`src/uhp_pkg.sv`:
```
/*
  Constants for the uplink burst hopping pattern generator: pattern-group
  codes, state codes, field widths, fixed inter-burst times and the hopping register.
  Assumes nothing beyond a SystemVerilog compiler.
*/
package uhp_pkg;

  // Output and field widths
  localparam int unsigned CARRIER_W = 5;
  localparam int unsigned INTERVAL_W = 11;
  localparam int unsigned PATTERN_W = 4;
  localparam int unsigned BURST_IDX_W = 5;
  localparam int unsigned SEQ_IDX_W = 4;
  localparam int unsigned LFSR_W = 16;

  // Pattern groups
  typedef enum logic [1:0] {
    UHP_GRP_ONE = 2'b00,
    UHP_GRP_TWO = 2'b01,
    UHP_GRP_LOW_LATENCY = 2'b10
  } uhp_group_e;

  // Frame state
  typedef enum logic [1:0] {
    UHP_ST_IDLE = 2'b00,
    UHP_ST_CORE = 2'b01,
    UHP_ST_EXT = 2'b10
  } uhp_state_e;

  // Pattern numbers with a fixed purpose
  localparam logic [PATTERN_W-1:0] PAT_FIRST = 4'h1;
  localparam logic [PATTERN_W-1:0] PAT_ATTACH = 4'h6;
  localparam logic [PATTERN_W-1:0] PAT_PRIORITY = 4'h7;
  localparam logic [PATTERN_W-1:0] PAT_RESERVED = 4'h8;

  // Last index of the cyclic pattern order and of the core bursts
  localparam logic [SEQ_IDX_W-1:0] SEQ_LAST = 4'he;
  localparam logic [BURST_IDX_W-1:0] CORE_LAST = 5'h17;

  // Group two fixed inter-burst times on positions 1 and 2 of each triple
  localparam logic [INTERVAL_W-1:0] GT2_FIRST_TIME = 11'h175;
  localparam logic [INTERVAL_W-1:0] GT2_SECOND_TIME = 11'h13f;

  // Group three inter-burst times
  localparam logic [INTERVAL_W-1:0] GT3_TIME = 11'h042;
  localparam logic [INTERVAL_W-1:0] GT3_TIME_AT10 = 11'h07b;
  localparam logic [INTERVAL_W-1:0] GT3_TIME_AT15 = 11'h03c;
  localparam logic [INTERVAL_W-1:0] GT3_TIME_AT18 = 11'h0c6;
  localparam logic [INTERVAL_W-1:0] GT3_TIME_AT21 = 11'h0ff;
  localparam logic [BURST_IDX_W-1:0] GT3_IDX10 = 5'h0a;
  localparam logic [BURST_IDX_W-1:0] GT3_IDX15 = 5'h0f;
  localparam logic [BURST_IDX_W-1:0] GT3_IDX18 = 5'h12;
  localparam logic [BURST_IDX_W-1:0] GT3_IDX21 = 5'h15;

  // Hopping register: Galois mask, forced seed bit, extension derivation
  localparam logic [LFSR_W-1:0] LFSR_MASK = 16'hb4f3;
  localparam int unsigned SEED_TOP_BIT = 15;
  localparam int unsigned TIME_MOD_W = 7;
  localparam int unsigned CARRIER_SHIFT = 8;
  localparam logic [7:0] EXT_CARRIER_MOD = 8'h19;

  // Default base spacings, in uplink symbol periods
  localparam logic [INTERVAL_W-1:0] BASE_GRP_ONE = 11'h14a;
  localparam logic [INTERVAL_W-1:0] BASE_GRP_TWO = 11'h13f;
  localparam logic [INTERVAL_W-1:0] BASE_GRP_LL = 11'h042;

endpackage
```
`src/uhp_hop_gen.sv`:
```
/*
  Uplink burst hopping pattern generator, top level. For each group two,
  low-latency or extension burst it hands out a carrier number and an interval to the previous burst.
  Assumes the frame builder pulses frame_start with the frame flags and
  check bytes, then burst_req once per burst, then frame_done.
*/
`timescale 1ns/100ps
module uhp_hop_gen
  import uhp_pkg::*;
#(
  parameter logic [uhp_pkg::INTERVAL_W-1:0] GROUP_ONE_BASE = uhp_pkg::BASE_GRP_ONE,
  parameter logic [uhp_pkg::INTERVAL_W-1:0] GROUP_TWO_BASE = uhp_pkg::BASE_GRP_TWO,
  parameter logic [uhp_pkg::INTERVAL_W-1:0] GROUP_LL_BASE = uhp_pkg::BASE_GRP_LL
) (
  // Clock and reset
  input wire logic clk,
  input wire logic rst,
  // Frame control from the frame builder
  input wire logic frame_start,
  input wire logic frame_done,
  input wire logic group_two_sel,
  input wire logic frame_attach,
  input wire logic frame_priority,
  input wire logic frame_low_latency,
  input wire logic frame_repeat,
  input wire logic [7:0] header_crc,
  input wire logic [7:0] payload_crc,
  // Burst request and answer towards the modulator
  input wire logic burst_req,
  output logic burst_valid_q,
  output logic burst_ext_q,
  output logic [uhp_pkg::BURST_IDX_W-1:0] burst_index_q,
  output logic [uhp_pkg::CARRIER_W-1:0] burst_carrier_number_q,
  output logic [uhp_pkg::INTERVAL_W-1:0] burst_interval_time_q,
  // Frame-wide selection, for the modulator's own group-one tables
  output logic [1:0] hop_group_q,
  output logic [uhp_pkg::PATTERN_W-1:0] hop_pattern_q
);

  uhp_state_e state_q;
  logic [SEQ_IDX_W-1:0] seq_q;
  logic special_q;
  logic repeat_q;
  logic [LFSR_W-1:0] seed_q;
  logic [LFSR_W-1:0] lfsr_value;
  logic [LFSR_W-1:0] lfsr_next;
  logic [LFSR_W-1:0] seed_d;
  logic [BURST_IDX_W-1:0] idx_q;
  logic [PATTERN_W-1:0] pattern_d;
  uhp_group_e group_d;
  logic [INTERVAL_W-1:0] base_spacing;
  logic core_req;
  logic ext_req;

  // Pattern number for each entry of the cyclic order
  function automatic logic [PATTERN_W-1:0] seq_pattern(input logic [SEQ_IDX_W-1:0] i);
    case (i)
      4'h0, 4'h4, 4'h9: seq_pattern = 4'h1;
      4'h1, 4'h5, 4'ha: seq_pattern = 4'h2;
      4'h2, 4'h6, 4'hb: seq_pattern = 4'h3;
      4'h3, 4'h7, 4'hc: seq_pattern = 4'h4;
      4'h8, 4'hd: seq_pattern = 4'h5;
      4'he: seq_pattern = 4'h6;
      default: seq_pattern = PAT_FIRST;
    endcase
  endfunction

  // Group two carriers come in triples a, a+16, a+8; one 3-bit base a per triple
  function automatic logic [CARRIER_W-1:0] gt2_carrier(input logic [PATTERN_W-1:0] p,
                                                       input logic [BURST_IDX_W-1:0] s);
    logic [23:0] row;
    logic [2:0] base;
    logic [2:0] trip;
    logic [1:0] pos;
    row = '0;
    case (p)
      4'h1: row = {3'd6, 3'd2, 3'd7, 3'd1, 3'd5, 3'd3, 3'd0, 3'd4};
      4'h2: row = {3'd6, 3'd1, 3'd0, 3'd4, 3'd5, 3'd2, 3'd7, 3'd3};
      4'h3: row = {3'd7, 3'd2, 3'd5, 3'd3, 3'd4, 3'd1, 3'd0, 3'd6};
      4'h4: row = {3'd0, 3'd6, 3'd7, 3'd2, 3'd5, 3'd4, 3'd1, 3'd3};
      4'h5: row = {3'd3, 3'd4, 3'd1, 3'd7, 3'd6, 3'd0, 3'd2, 3'd5};
      4'h6: row = {3'd0, 3'd2, 3'd5, 3'd7, 3'd6, 3'd4, 3'd3, 3'd1};
      4'h7: row = {3'd7, 3'd6, 3'd0, 3'd3, 3'd4, 3'd2, 3'd1, 3'd5};
      4'h8: row = {3'd4, 3'd0, 3'd2, 3'd7, 3'd1, 3'd5, 3'd6, 3'd3};
      default: row = '0;
    endcase
    trip = 3'(s / 5'd3);
    pos = 2'(s % 5'd3);
    base = row[trip*3 +: 3];
    case (pos)
      2'd1: gt2_carrier = {2'b10, base};
      2'd2: gt2_carrier = {2'b01, base};
      default: gt2_carrier = {2'b00, base};
    endcase
  endfunction

  // Group two times: 373, 319, then the pattern's varying entry
  function automatic logic [INTERVAL_W-1:0] gt2_time(input logic [PATTERN_W-1:0] p,
                                                     input logic [BURST_IDX_W-1:0] s);
    logic [69:0] row;
    logic [2:0] k;
    row = '0;
    case (p)
      4'h1: row = {10'd398, 10'd436, 10'd578, 10'd454, 10'd349, 10'd443, 10'd545};
      4'h2: row = {10'd376, 10'd657, 10'd379, 10'd354, 10'd363, 10'd410, 10'd371};
      4'h3: row = {10'd409, 10'd467, 10'd428, 10'd540, 10'd433, 10'd502, 10'd414};
      4'h4: row = {10'd354, 10'd416, 10'd457, 10'd471, 10'd631, 10'd516, 10'd396};
      4'h5: row = {10'd560, 10'd342, 10'd415, 10'd400, 10'd367, 10'd416, 10'd655};
      4'h6: row = {10'd365, 10'd380, 10'd545, 10'd593, 10'd465, 10'd451, 10'd370};
      4'h7: row = {10'd546, 10'd503, 10'd620, 10'd353, 10'd344, 10'd374, 10'd393};
      4'h8: row = {10'd486, 10'd351, 10'd519, 10'd579, 10'd584, 10'd346, 10'd367};
      default: row = '0;
    endcase
    k = 3'(s / 5'd3 - 5'd1);
    case (2'(s % 5'd3))
      2'd1: gt2_time = GT2_FIRST_TIME;
      2'd2: gt2_time = GT2_SECOND_TIME;
      default: gt2_time = (s == '0) ? '0 : {1'b0, row[k*10 +: 10]};
    endcase
  endfunction

  // Low-latency group carriers, one fixed pattern
  function automatic logic [CARRIER_W-1:0] gt3_carrier(input logic [BURST_IDX_W-1:0] s);
    logic [119:0] row;
    row = {5'd15, 5'd8, 5'd14, 5'd23, 5'd16, 5'd22, 5'd7, 5'd0,
           5'd6, 5'd10, 5'd11, 5'd12, 5'd13, 5'd9, 5'd18, 5'd19,
           5'd20, 5'd21, 5'd17, 5'd2, 5'd3, 5'd4, 5'd5, 5'd1};
    gt3_carrier = row[s*5 +: 5];
  endfunction

  // Low-latency group times: a flat spacing, zero at burst 0, four exceptions
  function automatic logic [INTERVAL_W-1:0] gt3_time(input logic [BURST_IDX_W-1:0] s);
    case (s)
      5'h00: gt3_time = '0;
      GT3_IDX10: gt3_time = GT3_TIME_AT10;
      GT3_IDX15: gt3_time = GT3_TIME_AT15;
      GT3_IDX18: gt3_time = GT3_TIME_AT18;
      GT3_IDX21: gt3_time = GT3_TIME_AT21;
      default: gt3_time = GT3_TIME;
    endcase
  endfunction

  // Group and pattern of a new frame; low latency overrides the chosen group
  always_comb begin
    if (frame_low_latency) begin
      group_d = UHP_GRP_LOW_LATENCY;
      pattern_d = PAT_FIRST;
    end else begin
      group_d = group_two_sel ? UHP_GRP_TWO : UHP_GRP_ONE;
      if (frame_attach) begin
        pattern_d = PAT_ATTACH;
      end else if (frame_priority) begin
        pattern_d = PAT_PRIORITY;
      end else begin
        pattern_d = seq_pattern(seq_q);
      end
    end
  end

  // Seed: forced top bit, seven header check bits, eight payload check bits
  assign seed_d = {1'b1, header_crc[6:0], payload_crc[7:0]};

  assign core_req = burst_req && (state_q == UHP_ST_CORE);
  assign ext_req = burst_req && (state_q == UHP_ST_EXT);

  // Base spacing of the group the core frame was sent in
  always_comb begin
    case (hop_group_q)
      UHP_GRP_TWO: base_spacing = GROUP_TWO_BASE;
      UHP_GRP_LOW_LATENCY: base_spacing = GROUP_LL_BASE;
      default: base_spacing = GROUP_ONE_BASE;
    endcase
  end

  uhp_lfsr u_lfsr (
    .clk(clk),
    .rst(rst),
    .load(frame_start),
    .seed(seed_d),
    .step(ext_req),
    .value(lfsr_value),
    .next_value(lfsr_next)
  );

  // Frame state: idle, core bursts, then extension bursts until frame_done
  always_ff @(posedge clk or posedge rst) begin
    if (rst) begin
      state_q <= UHP_ST_IDLE;
    end else if (frame_start) begin
      state_q <= UHP_ST_CORE;
    end else if (frame_done) begin
      state_q <= UHP_ST_IDLE;
    end else if (core_req && idx_q == CORE_LAST) begin
      state_q <= UHP_ST_EXT;
    end
  end

  // Frame-wide latches; a repeat reloads the same seed so values repeat
  always_ff @(posedge clk or posedge rst) begin
    if (rst) begin
      hop_group_q <= UHP_GRP_ONE;
      hop_pattern_q <= PAT_FIRST;
      special_q <= 1'b0;
      repeat_q <= 1'b0;
      seed_q <= '0;
    end else if (frame_start) begin
      hop_group_q <= group_d;
      hop_pattern_q <= pattern_d;
      special_q <= frame_low_latency || frame_attach || frame_priority;
      repeat_q <= frame_repeat;
      seed_q <= seed_d;
    end
  end

  // Pattern order index; special and repeated frames leave it alone
  always_ff @(posedge clk or posedge rst) begin
    if (rst) begin
      seq_q <= '0;
    end else if (frame_done && state_q != UHP_ST_IDLE && !special_q && !repeat_q) begin
      seq_q <= (seq_q == SEQ_LAST) ? '0 : seq_q + 4'h1;
    end
  end

  // Burst counter: core index 0..23, extension numbering from 1
  always_ff @(posedge clk or posedge rst) begin
    if (rst) begin
      idx_q <= '0;
    end else if (frame_start) begin
      idx_q <= '0;
    end else if (core_req) begin
      idx_q <= (idx_q == CORE_LAST) ? 5'h01 : idx_q + 5'h01;
    end else if (ext_req && idx_q != '1) begin
      idx_q <= idx_q + 5'h01;
    end
  end

  // Answer one cycle after each core or extension request; extension uses the stepped value
  always_ff @(posedge clk or posedge rst) begin
    if (rst) begin
      burst_valid_q <= 1'b0;
      burst_ext_q <= 1'b0;
      burst_index_q <= '0;
      burst_carrier_number_q <= '0;
      burst_interval_time_q <= '0;
    end else begin
      burst_valid_q <= core_req || ext_req;
      if (core_req) begin
        burst_ext_q <= 1'b0;
        burst_index_q <= idx_q;
        case (hop_group_q)
          UHP_GRP_TWO: begin
            burst_carrier_number_q <= gt2_carrier(hop_pattern_q, idx_q);
            burst_interval_time_q <= gt2_time(hop_pattern_q, idx_q);
          end
          UHP_GRP_LOW_LATENCY: begin
            burst_carrier_number_q <= gt3_carrier(idx_q);
            burst_interval_time_q <= gt3_time(idx_q);
          end
          default: begin
            // Group one tables live in the modulator; it uses hop_pattern_q
            burst_carrier_number_q <= '0;
            burst_interval_time_q <= '0;
          end
        endcase
      end else if (ext_req) begin
        burst_ext_q <= 1'b1;
        burst_index_q <= idx_q;
        burst_carrier_number_q <=
          CARRIER_W'((lfsr_next >> CARRIER_SHIFT) % EXT_CARRIER_MOD);
        // First one spans last core pilot centre to first extension pilot centre
        burst_interval_time_q <=
          base_spacing + INTERVAL_W'(lfsr_next[TIME_MOD_W-1:0]);
      end
    end
  end
endmodule

```
`src/uhp_lfsr.sv`:
```
/*
  Sixteen-bit Galois hopping register with seed load and single step.
  Assumes the caller never asserts load and step together.
*/
`timescale 1ns/100ps
module uhp_lfsr
  import uhp_pkg::*;
(
  // Clock and reset
  input wire logic clk,
  input wire logic rst,
  // Control
  input wire logic load,
  input wire logic [uhp_pkg::LFSR_W-1:0] seed,
  input wire logic step,
  // State
  output logic [uhp_pkg::LFSR_W-1:0] value,
  output logic [uhp_pkg::LFSR_W-1:0] next_value
);

  logic [LFSR_W-1:0] reg_q;

  // One Galois step: shift right, fold the mask in when a one falls out
  always_comb begin
    next_value = {1'b0, reg_q[LFSR_W-1:1]};
    if (reg_q[0]) begin
      next_value = next_value ^ LFSR_MASK;
    end
  end

  // The new value depends only on the old one, so replays repeat exactly
  always_ff @(posedge clk or posedge rst) begin
    if (rst) begin
      reg_q <= '0;
    end else if (load) begin
      reg_q <= seed;
    end else if (step) begin
      reg_q <= next_value;
    end
  end

  assign value = reg_q;

endmodule

```
`config.mk`:
```
export PLATFORM = sky130hd
export DESIGN_NAME = uhp_hop_gen
export DESIGN_NICKNAME = d
export VERILOG_FILES = /design/src/uhp_pkg.sv /design/src/uhp_hop_gen.sv /design/src/uhp_lfsr.sv
export SDC_FILE = /design/constraint.sdc
export NUM_CORES = 1
export LEC_CHECK = 0
export BUFFER_PORTS_ARGS = -buffer_cell sky130_fd_sc_hd__buf_2
export CORE_MARGIN = 2
export CORE_UTILIZATION = 30
export CTS_CLUSTER_SIZE = 30
export DETAILED_ROUTE_END_ITERATION = 6
export PLACE_DENSITY_LB_ADDON = 0.3
export SLEW_MARGIN = 20
export SYNTH_ARGS = -nofsm -noshare
export SYNTH_HDL_FRONTEND = slang
export SYNTH_HIERARCHICAL = 1
export SYNTH_SLANG_ARGS = --single-unit
```
`constraint.sdc`:
```
create_clock -name clk -period 6 [get_ports clk]
set_clock_uncertainty 0.05 [all_clocks]
set_input_delay 1.2 -clock clk [delete_from_list [all_inputs] [get_ports clk]]
set_output_delay 1.2 -clock clk [all_outputs]
set_load 0.01 [all_outputs]
```
==> results.json, run 1 <==
{
  "dpl.hpwl_mm": 13.2,
  "cts_tree": "yes",
  "fp-row-count": 51,
  "power_mw": 1.57,
  "worstMarginPinSlew_ps": 937,
  "drt-initial-drc-count": 491,
  "cts_made_buffers": 5,
  "num_vias": 5930,
  "yosysWarnings": 6,
  "final_nets": 881,
  "cts.path.max_buffers": 2,
  "h-tree-depth": 2,
  "reg2reg_slack_ps": 630,
  "crit_top_cell": "ha_1",
  "path_clk_slew_ps": 90,
  "cp_cell_sequence": "xnor2_1 -> inv_1 -> o31ai_2 -> inv_1 -> ha_1 -> nand2b_1 -> o21ai_2 -> nand2_1 -> xnor2_1 -> ha_1 -> a21oi_1 -> o311ai_2 -> a311oi_2 -> o32ai_1 -> ha_1 -> nor3b_1 -> o31ai_4 -> and3_1 -> o31a_1",
  "die_w_um": 146,
  "dr.pass1.iters": 5,
  "r2r-end": "burst_carrier_number_q[2]",
  "p_leak_nw": 2.74,
  "worstSetupPathType": "flip-flop to flip-flop",
  "fin_crit_sh": 0.894,
  "drv_slew": 0,
  "final_hold_viol_count": 0,
  "grt_overflow": 0,
  "cp-end-kind": "flip-flop",
  "syn_area_mm2": 0.00605,
  "fmax_mhz": 186,
  "syn-instance-count": 797,
  "r2r-start": "u_lfsr/value[0]",
  "worstPathBufferInverterCount": 2,
  "syn_area_per_cell_um2": 7.59,
  "crit_path_start_kind": "flip-flop",
  "diodes": 0,
  "setup_viol": 0,
  "timing.critical_path.slowest_cell_delay_ps": 460,
  "whs_endpoint": "burst_index_q[3]",
  "antenna_left": 0,
  "grt_pass1_wl_mm": 29.5,
  "hold_depth": 2,
  "critPathArrivalTime_ps": 5530,
  "cp_top_family": "compound AO/OA/AOI/OAI gates",
  "post_cts_buffers": 0,
  "critical-path-slowest-cell": "xnor2_1",
  "grt_pass1_vias": 5535,
  "clock_sinks": 56,
  "grt_usage": 0.169,
  "detail_route.wl_per_cell_um": 16.8,
  "routed_wl_mm": 18.1,
  "port-buffer-count": 51,
  "die_y_um": 146,
  "ctsResizeCount": 0,
  "pwr_density_cell_mw_per_mm2": 236,
  "path_max_fanout": 15,
  "start_util": 0.308,
  "crit_required_ps": 6160,
  "ir_worst_vdd_mv": 0.113,
  "pin_count": 55,
  "die_area_mm2": 0.0213,
  "clock_latency_ps": 320,
  "setup_tns_ps": 0,
  "core_mm2": 0.0197,
  "min-delay-start": "burst_index_q[3]",
  "min_period_ps": 5370,
  "areaGrowthSynthToFinish_pct": 9.68,
  "viasPerCell": 5.50,
  "outcome": "complete, no violations",
  "hold_buffers": 0,
  "gp_congestion": 0.887,
  "rsz0062_at_grt": "no",
  "worstHoldPathType": "flip-flop to flip-flop",
  "rr_worst_depth": 19,
  "slew-limit-headroom": 0.370,
  "antenna_found_initial": 1,
  "drive_gt1_frac": 0.133,
  "cap_violations": 0,
  "drc_errors": 0,
  "grt_max_degree": 55,
  "cts_root_buf": "clkbuf_16"
}
## state kept, by name, indices dropped and copies added, names as in the netlist
signal and cells:
u_lfsr/value 16, burst_interval_time_q 10, burst_carrier_number_q 5, burst_index_q 5
idx_q 5, seq_q 4, hop_pattern_q 3, hop_group_q 2
state_q 2, burst_ext_q 1, burst_valid_q 1, repeat_q 1
special_q 1
## placed cells by master, fill, tap and decap left out, types with 14 or more instances in the layout
master    instances
nor2_1           81
xnor2_1          21
nand2_1         101
buf_2            51
a211oi_1         14
inv_1            35
dfrtp_1          55
o211ai_1         14
o21ai_0          62
nor3_1           17
ha_1             43
a21oi_1          69
## routing by layer
metal / wire length [µm] / track usage
met2: 8360 / 0.273
met1: 8460 / 0.232
met3: 912 / 0.0263
met4: 378 / 0.0505
met5: 0 / 0
## worst min-delay path: cells and delay by family, from the launching register on
kind          cells  cell delay (ps)
flops             1              340
simple gates      2              100
## layout make-up
cell class,instances,area (µm²)
clock inverter,3,50.0
multi-input combinational,645,4220
timing repair buffer,63,345
tap,265,332
sequential,56,1400
clock buffer,5,125
fill,2135,13000
inverter,41,159
## through the flow
stage	cell area [µm²]	hold slack (ps)	util	setup slack (ps)	std cells
6_report	6640	421	0.338	635	1078
5_1_grt	6640	454	0.338	230	1078
4_1_cts	6640	429	0.338	641	1078
3_5_place_dp	6460	409	0.329	657	1070
3_3_place_gp	6460	409	0.329	750	1070
2_1_floorplan	6050	433	-	955	798
## worst max-delay path by stage
| stage | start | endpoint | slack [ps] | depth (start not counted) |
|---|---|---|---|---|
| floorplan | idx_q[3] | burst_interval_time_q[6] | 950 | 22 |
| global placement | u_lfsr/value[0] | burst_carrier_number_q[2] | 750 | 19 |
| detailed placement | u_lfsr/value[0] | burst_carrier_number_q[2] | 660 | 19 |
| CTS | u_lfsr/value[0] | burst_carrier_number_q[2] | 640 | 19 |
| global route | u_lfsr/value[0] | burst_carrier_number_q[2] | 230 | 19 |
| finish | u_lfsr/value[0] | burst_carrier_number_q[2] | 630 | 19 |
## power breakdown
group | switching (mW) | internal (mW)
combinational | 0.426 | 0.276
sequential | 0.0662 | 0.429
clock | 0.167 | 0.202
total | 0.659 | 0.908
No activity file was read; power rests on OpenSTA's default activity.
==> run 2, diff against run 1 <==
--- a/config.mk
+++ b/config.mk
@@ -8,6 +8,7 @@
 export BUFFER_PORTS_ARGS = -buffer_cell sky130_fd_sc_hd__buf_2
 export CORE_MARGIN = 2
 export CORE_UTILIZATION = 30
+export CTS_BUF_LIST = sky130_fd_sc_hd__clkbuf_8
 export CTS_CLUSTER_SIZE = 30
 export DETAILED_ROUTE_END_ITERATION = 6
 export PLACE_DENSITY_LB_ADDON = 0.3
==> run 2 against run 1 <==
- sequential share of layout area is 0.18 points higher
- via count decreased by 0.39%
- power shrank 5.1%
- count of clock-buffer cells in the layout stayed put
- die area unchanged
- combinational power hardly changed
- wire length increased by 0.20%
- final cell count is the same
- worst setup slack got worse by 17 ps
- critical path depth stayed put
- critical path type unchanged
- largest cell class unchanged
- largest power group unchanged
==> results.json, run 2 (synthesis results as in run 1) <==
{
  "outcome": "complete, no violations",
  "worstPathBufferInverterCount": 2,
  "cts.path.max_buffers": 2,
  "timing.critical_path.slowest_cell_delay_ps": 470,
  "slew-limit-headroom": 0.358,
  "fin_crit_sh": 0.897,
  "critical-path-slowest-cell": "dfrtp_1",
  "path_max_fanout": 15,
  "clock_sinks": 56,
  "die_area_mm2": 0.0213,
  "cp-end-kind": "flip-flop",
  "grt_usage": 0.169,
  "pin_count": 55,
  "grt_overflow": 0,
  "diodes": 0,
  "worstHoldPathType": "flip-flop to flip-flop",
  "grt_pass1_wl_mm": 29.5,
  "final_common_cell": "nand2_1",
  "final_nets": 881,
  "areaGrowthSynthToFinish_pct": 8.75,
  "dpl.hpwl_mm": 13.2,
  "h-tree-depth": 2,
  "seqCellArea_mm2": 0.00140,
  "pwr_density_cell_mw_per_mm2": 226,
  "nFillCells": 2141,
  "routed_wl_mm": 18.1,
  "num_vias": 5907,
  "fmax_mhz": 186,
  "viasPerCell": 5.48,
  "cts_root_buf": "clkbuf_8",
  "setup_tns_ps": 0,
  "min_period_ps": 5380,
  "utilization": 0.335,
  "antenna_left": 0,
  "setup_viol": 0,
  "drc_errors": 0,
  "start_util": 0.308,
  "cap_violations": 0,
  "p_sw_mw": 0.652,
  "ctsResizeCount": 0,
  "clock_latency_ps": 350,
  "drive_gt1_frac": 0.133,
  "core_mm2": 0.0197,
  "worstMarginPinSlew_ps": 961,
  "dpl_cell_area_mm2": 0.00646,
  "grt_max_degree": 55,
  "rsz0062_at_grt": "no",
  "cts_tree": "yes",
  "seq_power_share": 0.333,
  "ir_worst_vdd_mv": 0.113,
  "p_int_mw": 0.835,
  "critPathArrivalTime_ps": 5590,
  "cts_made_buffers": 5,
  "hold_buffers": 0,
  "grt_pass1_vias": 5532,
  "post_cts_buffers": 0,
  "largest_reg_flops": 16,
  "fp-row-count": 51,
  "layout_common_cells": "nand2_1 (101), nor2_1 (81), a21oi_1 (69)",
  "path_clk_slew_ps": 120,
  "pwr-share-clk": 0.193,
  "multi_input_area_mm2": 0.00422,
  "stdcell_count": 1078,
  "p_leak_nw": 2.71,
  "final_hold_viol_count": 0,
  "drv_slew": 0,
  "detail_route.wl_per_cell_um": 16.8,
  "pwr-share-comb": 0.474,
  "gp_congestion": 0.887,
  "placed_cells": 1070,
  "crit_path_start_kind": "flip-flop",
  "die_y_um": 146,
  "crit_top_cell": "ha_1",
  "dr.pass1.iters": 5,
  "drt-initial-drc-count": 477,
  "antenna_found_initial": 1,
  "p_sw_frac": 0.438,
  "worstSetupPathType": "flip-flop to flip-flop",
  "die_w_um": 146,
  "final_area_mm2": 0.00658,
  "cp_cell_sequence": "xnor2_1 -> inv_1 -> o31ai_2 -> inv_1 -> ha_1 -> nand2b_1 -> o21ai_2 -> nand2_1 -> xnor2_1 -> ha_1 -> a21oi_1 -> o311ai_2 -> a311oi_2 -> o32ai_1 -> ha_1 -> nor3b_1 -> o31ai_4 -> and3_1 -> o31a_1",
  "fin_hold_ws_ps": 429,
  "cp_top_family": "compound AO/OA/AOI/OAI gates",
  "crit_required_ps": 6200,
  "port-buffer-count": 51
}
-- run 2: final cells by class --
type / instances / area share
well taps: 265 / 0.0504
flip-flops and latches: 56 / 0.213
inverters: 41 / 0.0242
clock inverters: 3 / 0.00761
multi-input cells: 645 / 0.642
repair buffers: 63 / 0.0525
clock buffers: 5 / 0.0105
-- run 2: final timing paths --
check / to / slack, ps / cells after the start / start
setup reg to reg: burst_carrier_number_q[2] / 620 / 19 / u_lfsr/value[0]
hold reg to reg: burst_index_q[3] / 430 / 2 / burst_index_q[3]
max in group asynchronous: idx_q[3] / 4270 / 2 / rst
setup / recovery: burst_carrier_number_q[2] / 620 / 19 / u_lfsr/value[0]
min in group asynchronous: u_lfsr/value[11] / 880 / 2 / rst
hold / removal: burst_index_q[3] / 430 / 2 / burst_index_q[3]
-- run 2: power by group through the flow --
stage                     clock network, mW  logic [mW]  registers [mW]
after floorplan                           0       0.527           0.487
after global placement                    0       0.694           0.502
after detailed placement                  0       0.697           0.502
after CTS                             0.295       0.701           0.495
after global routing                  0.307       0.793           0.504
final                                 0.287       0.704           0.495
-- run 2: routing by layer --
| metal | up-vias | wire, µm | part of all wire | GRT usage |
|---|---|---|---|---|
| met5 | - | 0 | 0 | 0 |
| met4 | 0 | 396 | 0.022 | 0.0519 |
| met3 | 28 | 875 | 0.048 | 0.0254 |
| met2 | 177 | 8380 | 0.46 | 0.273 |
| met1 | 2786 | 8500 | 0.47 | 0.232 |
| li1 | 2916 | - | - | - |
-- run 2: tightest hold or removal path, stage by stage, from the launching register on --
cell and delay [ps]:
dfrtp_1 350, nand2_1 50, nand2_1 50
-- run 2: per-stage QoR --
| step | setup slack (ps) | total power [mW] |
|---|---|---|
| floorplan | 955 | 1.01 |
| global placement | 750 | 1.20 |
| detailed placement | 657 | 1.20 |
| CTS | 635 | 1.49 |
| global route | 223 | 1.60 |
| finish | 617 | 1.49 |
==> run 3, diff against run 2 <==
--- a/config.mk
+++ b/config.mk
@@ -5,9 +5,10 @@
 export SDC_FILE = /design/constraint.sdc
 export NUM_CORES = 1
 export LEC_CHECK = 0
-export BUFFER_PORTS_ARGS = -buffer_cell sky130_fd_sc_hd__buf_2
+export BUFFER_PORTS_ARGS = -buffer_cell sky130_fd_sc_hd__buf_4
+export CORE_ASPECT_RATIO = 1.4
 export CORE_MARGIN = 2
-export CORE_UTILIZATION = 30
+export CORE_UTILIZATION = 63
 export CTS_BUF_LIST = sky130_fd_sc_hd__clkbuf_8
 export CTS_CLUSTER_SIZE = 30
 export DETAILED_ROUTE_END_ITERATION = 6
==> run 3 against run 2 <==
- design area decreased by 1.4%
- highest routed layer unchanged
- utilization is 36 points higher
- die area is 51% lower
- sequential power rose by 1%
- clock power down 20%
- via count rose by 3.9%
- register-to-register slack worse by 110 ps
- sequential share of layout area is 0.29 points higher
==> results.json, run 3 (synthesis results as in run 1) <==
{
  "crit_top_cell": "ha_1",
  "rsz0062_at_grt": "no",
  "final_area_mm2": 0.00649,
  "setup_tns_ps": 0,
  "setup_viol": 0,
  "crit_path_start_kind": "flip-flop",
  "r2r-start": "u_lfsr/value[0]",
  "drv_slew": 0,
  "stdcell_count": 922,
  "min-delay-start": "burst_ext_q",
  "ir_worst_vdd_mv": 0.174,
  "antenna_found_initial": 0,
  "grt_overflow": 0,
  "worstSetupPathType": "flip-flop to flip-flop",
  "fin_crit_sh": 0.916,
  "grt_pass1_vias": 5810,
  "diodes": 0,
  "die_y_um": 120,
  "critical-path-slowest-cell": "dfrtp_1",
  "reg2reg_slack_ps": 500,
  "timing.critical_path.slowest_cell_delay_ps": 580,
  "dpl.hpwl_mm": 13.1,
  "crit_required_ps": 6160,
  "gp_congestion": 0.972,
  "worstHoldPathType": "flip-flop to flip-flop",
  "p_int_mw": 0.814,
  "power_mw": 1.47,
  "dr.pass1.iters": 6,
  "placed_cells": 914,
  "routed_wl_mm": 17.9,
  "cts.path.max_buffers": 2,
  "detail_route.wl_per_cell_um": 19.4,
  "clock_sinks": 56,
  "whs_endpoint": "burst_ext_q",
  "fp-row-count": 42,
  "worstMarginPinSlew_ps": 952,
  "final_common_cell": "nand2_1",
  "min_period_ps": 5500,
  "p_leak_nw": 2.73,
  "grt_max_degree": 55,
  "dpl_cell_area_mm2": 0.00639,
  "cp_cell_sequence": "xnor2_1 -> inv_1 -> o31ai_2 -> inv_1 -> ha_1 -> nand2b_1 -> o21ai_2 -> nand2_1 -> xnor2_2 -> ha_1 -> a21oi_1 -> o311ai_2 -> and2_1 -> o32ai_1 -> ha_1 -> nor3b_1 -> o31ai_4 -> and3_1 -> o31a_1",
  "outcome": "complete, no violations",
  "utilization": 0.690,
  "die_area_mm2": 0.0104,
  "path_max_fanout": 15,
  "antenna_left": 0,
  "layout_common_cells": "nand2_1 (101), nor2_1 (81), a21oi_1 (69)",
  "port-buffer-count": 51,
  "final_hold_viol_count": 0,
  "hold_depth": 2,
  "clock_latency_ps": 330,
  "slew-limit-headroom": 0.359,
  "h-tree-depth": 2,
  "grt_pass1_wl_mm": 29.1,
  "cts_tree": "yes",
  "largest_reg_flops": 16,
  "viasPerCell": 6.66,
  "path_clk_slew_ps": 110,
  "p_sw_frac": 0.445,
  "cts_root_buf": "clkbuf_8",
  "pin_count": 55,
  "rr_worst_depth": 19,
  "core_mm2": 0.00941,
  "cts_made_buffers": 5,
  "seq_power_share": 0.342,
  "cap_violations": 0,
  "grt_usage": 0.349,
  "pwr-share-clk": 0.157,
  "pwr-share-comb": 0.501,
  "pwr_density_cell_mw_per_mm2": 226,
  "start_util": 0.643,
  "critPathArrivalTime_ps": 5660,
  "drt-initial-drc-count": 572,
  "fmax_mhz": 182,
  "cp-end-kind": "flip-flop",
  "nFillCells": 825,
  "drc_errors": 0,
  "p_sw_mw": 0.652,
  "r2r-end": "burst_carrier_number_q[2]",
  "drive_gt1_frac": 0.132,
  "final_nets": 880,
  "num_vias": 6137,
  "areaGrowthSynthToFinish_pct": 7.28,
  "post_cts_buffers": 0,
  "die_w_um": 86.8
}
==> run 3: cell count changes in the layout (fill, tap and decap cells not counted), sizes merged <==
cell / change
inv: -2
buf: -1
bufinv: -1
clkinv: +2
clkinvlp: +1
==> run 3: how the worst max path moves through the flow <==
| stage | startpoint | to | slack (ps) | cells after the start |
|---|---|---|---|---|
| floorplan | idx_q[3] | burst_interval_time_q[6] | 950 | 22 |
| global placement | u_lfsr/value[0] | burst_carrier_number_q[2] | 770 | 19 |
| detailed placement | u_lfsr/value[0] | burst_carrier_number_q[2] | 460 | 19 |
| CTS | u_lfsr/value[0] | burst_carrier_number_q[2] | 420 | 19 |
| global route | u_lfsr/value[0] | burst_carrier_number_q[2] | 100 | 19 |
| finish | u_lfsr/value[0] | burst_carrier_number_q[2] | 500 | 19 |
==> run 3: repair_timing <==
| action | in CTS | in global routing |
|---|---|---|
| hold buffers | 0 | 0 |
| setup endpoints to repair | 0 | 1 |
| resized for setup | 0 | 1 |
==> run 3: routing by layer <==
metal  global-route usage  up-vias  wire (µm)
li1                     -     2916          -
met1                0.440     2886       6880
met2                0.586      280       9040
met3               0.0385       55       1160
met4                0.168        0        801
met5                    0        -          0
==> run 3: power by group through the flow <==
| stage | Sequential, mW | Clock, mW | Combinational (mW) |
|---|---|---|---|
| floorplan | 0.487 | 0 | 0.527 |
| global placement | 0.501 | 0 | 0.692 |
| detailed placement | 0.506 | 0 | 0.714 |
| CTS | 0.499 | 0.236 | 0.720 |
| global route | 0.508 | 0.248 | 0.805 |
| finish | 0.501 | 0.230 | 0.735 |
==> run 3: area by class of cell <==
cell class / instances / area, µm² / share of cell area
Sequential cell: 56 / 1400 / 0.216
Timing Repair Buffer: 62 / 465 / 0.0717
Clock buffer: 5 / 68.8 / 0.0106
Multi-Input combinational cell: 645 / 4230 / 0.652
Clock inverter: 3 / 27.5 / 0.00424
Inverter: 41 / 159 / 0.0245
Tap cell: 110 / 138 / 0.0212
==> run 3: stage by stage <==
step                setup slack, ps  hold WS [ps]
finish                          503           440
global route                   99.5           479
CTS                             417           448
detailed placement              464           419
global placement                768           410
floorplan                       955           433
==> run 3: worst max-delay path: cells and delay by family (launching register included) <==
kind	cells	cell delay, ps
buf+inv	2	360
compound gates	7	1800
fa+ha+maj	3	820
simple gates	5	1180
xor+xnor	2	590
flops	1	580
